`src/logic/ppc_cfg.svh`:
```
`ifndef PPC_CFG_SVH
`define PPC_CFG_SVH
// Port geometry
`define PPC_PORT_W 16
`define PPC_ANA_W 16
// Analog select reset value: zero means analog
`define PPC_ANA_RST 16'h0000
`define PPC_DIR_RST 16'hFFFF
`define PPC_LAT_RST 16'h0000
`define PPC_ZERO 16'h0000
// Pins with open-drain capability (upper byte; analog select covers them too)
`define PPC_OD_CAPABLE 16'hFF00
`endif

```
`src/logic/ppc_pkg.sv`:
```
`include "ppc_cfg.svh"
package ppc_pkg;
  typedef logic [`PPC_PORT_W-1:0] ppc_word_type;
  // Software write command for one port register
  typedef struct packed {
    logic we_latch;
    logic we_dir;
    logic we_od;
    logic we_ana_lo;
    logic we_ana_hi;
    ppc_word_type data;
  } ppc_wr_type;
  // Pin-side drive
  typedef struct packed {
    ppc_word_type out;
    ppc_word_type oe;
  } ppc_pad_type;
  // Whole module state
  typedef struct packed {
    ppc_word_type latch_r;
    ppc_word_type dir_r;
    ppc_word_type od_r;
    ppc_word_type ana_lo_r;
    ppc_word_type ana_hi_r;
    ppc_word_type s1_r;
    ppc_word_type s2_r;
    ppc_word_type s3_r;
    ppc_word_type stable_r;
    ppc_word_type rd_r;
    ppc_word_type pad_out_r;
    ppc_word_type pad_oe_r;
    ppc_word_type conv_r;
    ppc_word_type ana_sel_r;
  } ppc_state_type;
endpackage

```
`src/logic/ppc_port_pin_config.sv`:
```
`include "ppc_cfg.svh"
// Summary of operation
// Open-drain bit set: pin drives low only, else released; clear: push-pull output.
// Open-drain choice exists only on the capable digital-only pin subset; the code also lets those pins be selected analog.
// Software sets direction to input for pins used as analog channels.
// Analog pin set to output: converter sees the pin's own driven level.
// Both analog select registers reset to zero, so shared pins start analog.
// Port read returns zero for every pin configured as analog input.
// Pins configured digital are never offered to the converter.
// Port read reflects a write or direction change one cycle later at least.
// Software places a no-operation between port write and following read.
// Writes load the output latch; port reads return synchronized pin levels.
module ppc_port_pin_config
  import ppc_pkg::*;
#(
  parameter int PORT_W = `PPC_PORT_W
)
(
  // Clock and reset
  input wire logic i_ref_clk,
  input wire logic i_rst_n,
  // Software register writes
  input wire ppc_wr_type i_wr,
  // Pin inputs
  input wire ppc_word_type i_pad_in,
  // Pin drive
  output ppc_pad_type o_pad,
  // Register read-back
  output ppc_word_type o_pin_level,
  output ppc_word_type o_latch,
  output ppc_word_type o_dir,
  output ppc_word_type o_od,
  // Converter side
  output ppc_word_type o_ana_sel,
  output ppc_word_type o_conv_level
);
  ppc_state_type st_r;
  ppc_state_type st_nxt;
  ppc_word_type ana_cfg;
  ppc_word_type pad_val;
  ppc_word_type od_eff;

  always_comb
  begin
    st_nxt = st_r;
    // Latch writes
    if (i_wr.we_latch)
    begin
      st_nxt.latch_r = i_wr.data;
    end
    if (i_wr.we_dir)
    begin
      st_nxt.dir_r = i_wr.data;
    end
    // Capable pins only
    if (i_wr.we_od)
    begin
      st_nxt.od_r = i_wr.data & `PPC_OD_CAPABLE;
    end
    if (i_wr.we_ana_lo)
    begin
      st_nxt.ana_lo_r = i_wr.data;
    end
    if (i_wr.we_ana_hi)
    begin
      st_nxt.ana_hi_r = i_wr.data;
    end
    // Low and high words both cover every pin; a zero bit in either word selects analog
    ana_cfg = ~(st_r.ana_lo_r & st_r.ana_hi_r);
    od_eff = st_r.od_r;
    // Open-drain drive
    st_nxt.pad_out_r = st_r.latch_r & ~od_eff;
    st_nxt.pad_oe_r = ~st_r.dir_r & ~(od_eff & st_r.latch_r);
    // Read lags pin and write
    // Three-stage sync; accept a change once stages two and three agree
    st_nxt.s1_r = i_pad_in;
    st_nxt.s2_r = st_r.s1_r;
    st_nxt.s3_r = st_r.s2_r;
    pad_val = st_r.stable_r;
    for (int i = 0; i < PORT_W; i++)
    begin
      if (st_r.s2_r[i] == st_r.s3_r[i])
      begin
        pad_val[i] = st_r.s3_r[i];
      end
    end
    st_nxt.stable_r = pad_val;
    // Analog input pins read zero
    st_nxt.rd_r = pad_val & ~(ana_cfg & st_r.dir_r);
    // Digital pins not converted
    st_nxt.ana_sel_r = ana_cfg;
    // Output level converted when driven
    for (int i = 0; i < PORT_W; i++)
    begin
      if (ana_cfg[i] && !st_r.dir_r[i])
      begin
        st_nxt.conv_r[i] = st_r.pad_out_r[i] | (od_eff[i] & ~st_r.pad_oe_r[i]);
      end
      else
      begin
        st_nxt.conv_r[i] = ana_cfg[i] & pad_val[i];
      end
    end
  end

  always_ff @(posedge i_ref_clk)
  begin
    if (!i_rst_n)
    begin
      st_r <= '0;
      st_r.dir_r <= `PPC_DIR_RST;
      st_r.latch_r <= `PPC_LAT_RST;
      // Analog after reset
      st_r.ana_lo_r <= `PPC_ANA_RST;
      st_r.ana_hi_r <= `PPC_ANA_RST;
      // Select output agrees with zero selects from the first edge
      st_r.ana_sel_r <= ~`PPC_ANA_RST;
    end
    else
    begin
      st_r <= st_nxt;
    end
  end

  assign o_pad.out = st_r.pad_out_r;
  assign o_pad.oe = st_r.pad_oe_r;
  assign o_pin_level = st_r.rd_r;
  assign o_latch = st_r.latch_r;
  assign o_dir = st_r.dir_r;
  assign o_od = st_r.od_r;
  assign o_ana_sel = st_r.ana_sel_r;
  assign o_conv_level = st_r.conv_r;

  // Open-drain never drives high
  property p_od_no_high;
    @(posedge i_ref_clk) disable iff (!i_rst_n)
      st_r.od_r != `PPC_ZERO
        |=> (o_pad.oe & o_pad.out & $past(st_r.od_r)) == `PPC_ZERO;
  endproperty
  a_od_no_high: assert property (p_od_no_high) else $error("open-drain drove high");

  // Non-capable pins never open-drain
  property p_od_subset;
    @(posedge i_ref_clk) disable iff (!i_rst_n)
      (st_r.od_r & ~`PPC_OD_CAPABLE) == `PPC_ZERO;
  endproperty
  a_od_subset: assert property (p_od_subset) else $error("open-drain on incapable pin");

  // Reset gives analog
  property p_ana_reset;
    @(posedge i_ref_clk) !i_rst_n |=> st_r.ana_lo_r == `PPC_ZERO && st_r.ana_hi_r == `PPC_ZERO;
  endproperty
  a_ana_reset: assert property (p_ana_reset) else $error("analog select not zero");

  // Analog input reads zero
  property p_ana_read_zero;
    @(posedge i_ref_clk) disable iff (!i_rst_n)
      (st_r.ana_sel_r[0] && st_r.dir_r[0]) ##1 (st_r.ana_sel_r[0] && st_r.dir_r[0])
        |-> !o_pin_level[0];
  endproperty
  a_ana_read_zero: assert property (p_ana_read_zero) else $error("analog pin read high");

  // Digital pin not selected
  property p_dig_no_conv;
    @(posedge i_ref_clk) disable iff (!i_rst_n)
      (st_r.ana_lo_r & st_r.ana_hi_r) != `PPC_ZERO
        |=> (o_ana_sel & $past(st_r.ana_lo_r & st_r.ana_hi_r)) == `PPC_ZERO;
  endproperty
  a_dig_no_conv: assert property (p_dig_no_conv) else $error("digital pin converted");

  // Latch write lands
  property p_latch_write;
    @(posedge i_ref_clk) disable iff (!i_rst_n)
      i_wr.we_latch |=> o_latch == $past(i_wr.data);
  endproperty
  a_latch_write: assert property (p_latch_write) else $error("latch write lost");

  // Drive follows latch next cycle
  property p_drive_delay;
    @(posedge i_ref_clk) disable iff (!i_rst_n)
      i_wr.we_latch && !i_wr.data[0] |=> ##1 !o_pad.out[0];
  endproperty
  a_drive_delay: assert property (p_drive_delay) else $error("drive not updated");

  // Driven analog pin converts own level
  property p_conv_own;
    @(posedge i_ref_clk) disable iff (!i_rst_n)
      !(st_r.ana_lo_r[1] && st_r.ana_hi_r[1]) && !st_r.dir_r[1] && !st_r.od_r[1]
        |=> o_conv_level[1] == $past(st_r.pad_out_r[1]);
  endproperty
  a_conv_own: assert property (p_conv_own) else $error("converted level wrong");

  c_od_write: cover property (@(posedge i_ref_clk) i_wr.we_od && i_wr.data[15]);
  c_dig_cfg: cover property (@(posedge i_ref_clk) i_wr.we_ana_lo && i_wr.data != `PPC_ZERO);
  c_out_drive: cover property (@(posedge i_ref_clk) o_pad.oe != `PPC_ZERO);
  c_ana_out: cover property (@(posedge i_ref_clk) (o_ana_sel & ~o_dir) != `PPC_ZERO);
  c_od_release: cover property (@(posedge i_ref_clk) (o_od & o_latch & ~o_dir) != `PPC_ZERO);

  // No level for digital pins
  property p_conv_dig;
    @(posedge i_ref_clk) disable iff (!i_rst_n)
      (o_conv_level & ~o_ana_sel) == `PPC_ZERO;
  endproperty
  a_conv_dig: assert property (p_conv_dig) else $error("digital converted");

  // Direction reaches drive later
  property p_dir_delay;
    @(posedge i_ref_clk) disable iff (!i_rst_n)
      i_wr.we_dir |=> ##1 (o_pad.oe & $past(i_wr.data, 2)) == `PPC_ZERO;
  endproperty
  a_dir_delay: assert property (p_dir_delay) else $error("direction not applied");

  // Pins analog after reset
  property p_sel_reset;
    @(posedge i_ref_clk) !i_rst_n |=> o_ana_sel == ~`PPC_ANA_RST;
  endproperty
  a_sel_reset: assert property (p_sel_reset) else $error("pins not analog");

  // Clear bit gives push-pull
  property p_push_pull;
    @(posedge i_ref_clk) disable iff (!i_rst_n)
      st_r.od_r == `PPC_ZERO
        |=> o_pad.out == $past(st_r.latch_r) && o_pad.oe == ~$past(st_r.dir_r);
  endproperty
  a_push_pull: assert property (p_push_pull) else $error("push-pull drive wrong");
endmodule

```
`config.mk`:
```
export PLATFORM = sky130hd
export DESIGN_NAME = ppc_port_pin_config
export DESIGN_NICKNAME = d
export VERILOG_FILES = /design/src/logic/ppc_pkg.sv /design/src/logic/ppc_port_pin_config.sv
export VERILOG_INCLUDE_DIRS = /design/src /design/src/logic
export SDC_FILE = /design/constraint.sdc
export NUM_CORES = 1
export LEC_CHECK = 0
export ABC_CLOCK_PERIOD_IN_PS = 1200
export BUFFER_PORTS_ARGS = -buffer_cell sky130_fd_sc_hd__buf_2
export CAP_MARGIN = 25
export CORE_UTILIZATION = 35
export DETAILED_ROUTE_END_ITERATION = 12
export PLACE_DENSITY = 0.54
export SETUP_SLACK_MARGIN = 0.1
export SYNTH_ARGS = -nofsm -noshare
export SYNTH_HDL_FRONTEND = slang
export SYNTH_SLANG_ARGS = --single-unit
```
`constraint.sdc`:
```
create_clock -name i_ref_clk -period 1.2 [get_ports i_ref_clk]
set_input_delay 0.24 -clock i_ref_clk [delete_from_list [all_inputs] [get_ports i_ref_clk]]
set_output_delay 0.24 -clock i_ref_clk [all_outputs]
set_load 0.05 [all_outputs]
```
* Yosys cells after proc, flatten, opt, wreduce, memory -nomap -nowiden *
Cells that the tools add are included.

cells by class
  equality and inequality tests = 16
  multiplexer cells = 32
  bitwise operators = 51
  reductions and logical operators = 32

operator list
  operator           count
  $and 16x16->16     6
  $not 16->16        5
  $mux 1             32
  $and 1x1->1        24
  $eq 1x1->1         16
  $logic_and 1x1->1  16
  $logic_not 1->1    16
  $not 1->1          8
  $or 1x1->1         8

word-level totals
  bits in registers = 216
  bits of input ports = 39
  output and inout bits = 128
  word-level logic and storage cells = 145

* Longest topological paths before layout *
  depth in word-level cells = 5
  gate-level depth with buffers = 4
  gate-level depth less buffers = 2

* Least setup slack after synthesis *
No wires, ideal clock.

  kind = register -> register
  start = reg st_r[94] (netlist name)
  end = reg st_r, in the netlist o_conv_level[14]
  library setup time = 0.119 ns
  data arrival time = 0.901 ns
  required time = 1.081 ns
  path slack = 0.180 ns
  stages on the path, launching flop included = 3
  buffers on the path = 0
  clock period less this slack = 1.020 ns
  cell sequence = dfxtp_1 -> maj3_1 -> o221a_2

on the way
  cells in the longest elaborated chain, start to end = 3

RTL lines
  item                    line                        RTL
  start, declared         ppc_port_pin_config.sv:37   ppc_state_type st_r;
  start signal, assigned  ppc_port_pin_config.sv:121  st_r <= st_nxt;
  $mux 1                  ppc_port_pin_config.sv:82   if (st_r.s2_r[i] == st_r.s3_r[i])
  $and 1x1->1             ppc_port_pin_config.sv:101  st_nxt.conv_r[i] = ana_cfg[i] & pad_val[i];
  $mux 1                  ppc_port_pin_config.sv:95   if (ana_cfg[i] && !st_r.dir_r[i])

No other way between the ends.
A chain may end at the register's enable or synchronous reset.

* Final worst setup path *
  start = reg st_r, in the netlist o_dir[5]
  end = out o_dir[5]

RTL lines
  item           line                       RTL
  end, declared  ppc_port_pin_config.sv:31  output ppc_word_type o_dir,

No word-level cell between the ends.

==> out/results.ini <==
[outcome]
status=finished with violations
violations=setup timing

[layout]
layout_common_cells=96 x dfxtp_1, 93 x buf_8, 91 x dfxtp_2
synthToLayoutAreaGrowth_pct=37.73
drive_gt1_share_pct=45.58
final_nets=904
mostFrequentLayoutCell=dfxtp_1
fin_area_sq_mm=0.01099
diodes=0

[sta]
rsz0062_at_grt=yes
fin_crit_sh_pct=104.5
setup_violations=120
skew_ps=5.165
min_period_ps=1254
setup_ws_ps=-54.07
fin_setup_tns_ps=-3318
hold_violations=0
slew_viol_final=0
fin_hold_ws_ps=14.24
max_freq_mhz=797.4

[setup_path]
critPathSlowestCell=dfxtp_4
cp-start-kind=flip-flop
crit_family=flip-flops
reg2reg_depth=3
cp_cell_sequence=buf_8
path_buf_inv=1
cpPeakStageDelay_ps=370
cp.required_ps=960
r2r-start=o_dir[8]$_SDFFE_PN1P_
cp.arrival_ps=1010
criticalPathCategory=reg -> out
crit_fanout=2
worstReg2RegEnd=o_conv_level[8]$_SDFF_PN0_
crit_path_end_kind=output port
ff2ff_setup_slack_ps=100

[logic_synthesis]
syn_inst=748
yosys_register_bits=216
syn_avg_cell_area_sq_um=10.66
yosysWarningCount=0
ys_seq_area_share_pct=54.21
synth_cell_types=24
synth_area_sq_mm=0.007976

[pwr]
ir_drop_v=0.0008126
total_power_mw=16.84
power_density_mw_per_mm2=1533
cellLeakagePower_nw=4.908

[floorplanning]
dieArea_sq_mm=0.02340
coreArea_sq_mm=0.02209
ioPinCount=167
die_h_um=153.0
start_util_pct=36.10
die_w_um=153.0
rows=54

[clocking]
insertion_delay_ps=500
cts_buffers=24
clk_path_buf_depth=3
cts.sinks=216
clk_pin_slew_worst_paths_ps=60
htree_levels=1
cts_tree=yes
root_buffer=clkbuf_16

[placement]
portBuffers=158
postPlaceCellArea_sq_mm=0.008218
dp_slack_ps=78.45
post-dp-hpwl_mm=10.81
gp_congestion=0.7613

[global_routing]
grt_max_degree=49
grt_overflow=0
grt_pass1_vias=4893
antenna_found_initial=0
grt_pass1_wl_mm=27.52
track_usage_pct=14.88

[hold_path]
min_to=o_dir[3]$_SDFFE_PN1P_
min_from=i_wr[3]
hold_depth=3
hp-class=in -> reg

[routing]
num_vias=5080
drt_iter0_markers=139
drc=0
wl_per_cell_um=15.17
dr.pass1.iters=4
ant_nets=0
vias_per_cell=4.372
wl_mm=17.63

[flow_run]
maxCapViolCount=0

worst max-delay path by stage:
stage / slack (ps) / depth (start not counted) / start / to
3_3_place_gp: 60 / 4 / i_rst_n / o_pin_level[6]$_SDFF_PN0_
3_5_place_dp: 80 / 4 / i_rst_n / o_pin_level[6]$_SDFF_PN0_
6_report: -50 / 1 / o_dir[5]$_SDFFE_PN1P_ / o_dir[5]
5_1_grt: -90 / 1 / o_dir[6]$_SDFFE_PN1P_ / o_dir[6]
2_1_floorplan: 180 / 2 / st_r[94]$_SDFF_PN0_ / o_conv_level[14]$_SDFF_PN0_
4_1_cts: -90 / 1 / o_dir[6]$_SDFFE_PN1P_ / o_dir[6]
cells by family (layout without fill, tap and decap cells):
group,count (synthesis),in the layout,share of synthesized area [%]
compound gates,72,72,7.530
fa+ha+maj,16,16,2.008
simple gates,209,209,13.93
other cells,1,8,0.04701
mux,56,56,7.027
buf+inv,178,305,15.25
flops,216,216,54.21
sequential cells by signal, indices dropped and copies added, names as in the netlist:
name,count
o_pad,32
o_latch,16
o_dir,16
o_od,8
st_nxt,32
o_ana_sel,16
o_conv_level,16
st_r,64
o_pin_level,16
cells in the mapped netlist:
| master | instances | share of area [%] |
|---|---|---|
| dfxtp_1 | 216 | 54 |
| buf_4 | 142 | 13 |
| and2_1 | 72 | 5.6 |
| nor2_1 | 65 | 3.1 |
| mux2i_1 | 56 | 7.0 |
| a21boi_0 | 23 | 2.2 |
| nor3b_1 | 23 | 2.2 |
| nand2_1 | 17 | 0.80 |
| inv_1 | 16 | 0.75 |
| maj3_1 | 16 | 2.0 |
| nand3_1 | 16 | 1.0 |
| o211ai_1 | 16 | 1.5 |
| a211oi_1 | 8 | 0.75 |
| a2bb2oi_1 | 8 | 0.88 |
| buf_2 | 8 | 0.50 |
| nor2b_1 | 8 | 0.63 |
| o211a_1 | 8 | 1.0 |
| o221a_2 | 8 | 1.1 |
| or2_2 | 8 | 0.63 |
| clkbuf_1 | 7 | 0.33 |
| clkbuf_2 | 4 | 0.25 |
| a21boi_1 | 1 | 0.094 |
| conb_1 | 1 | 0.047 |
| inv_2 | 1 | 0.047 |
stage by stage:
stage          std cells  util (%)
2_1_floorplan        755         -
3_3_place_gp        1045     37.20
3_5_place_dp        1045     37.20
4_1_cts             1155     48.95
5_1_grt             1162     49.72
6_report            1162     49.72
per-layer routing:
layer	share of wire, %	up-vias	global-route usage (%)	wire length, um
li1	-	2589	-	-
met1	48	2344	20.60	8546
met2	45	117	23.22	7863
met3	5.0	30	3.147	883
met4	1.9	0	4.425	338
met5	0	-	0	0
layout make-up:
type                    instances  area [sq um]
repair buffers                245          2734
multi-input cells             361          2529
fillers                      1955         11110
flip-flops and latches        216          4547
clock buffers                  37         730.7
well taps                     280         350.3
inverters                      17         65.06
clock inverters                 6         30.03
power by group:
| part | total, mW | internal, mW | switching (mW) | leakage (nW) |
|---|---|---|---|---|
| clock | 6.96 | 4.16 | 2.79 | 0.382 |
| combinational | 2.18 | 0.981 | 1.20 | 2.72 |
| sequential | 7.70 | 7.47 | 0.232 | 1.81 |
timing repair:
action / CTS / global route
hold endpoints to repair: 19 / 0
endpoints found under the setup margin: 120 / 128
buffers inserted: 48 / 7
hold buffers: 19 / 0
pin swaps: 7 / 3
resized for setup: 471 / 30
No activity file was read; power rests on OpenSTA's default activity.
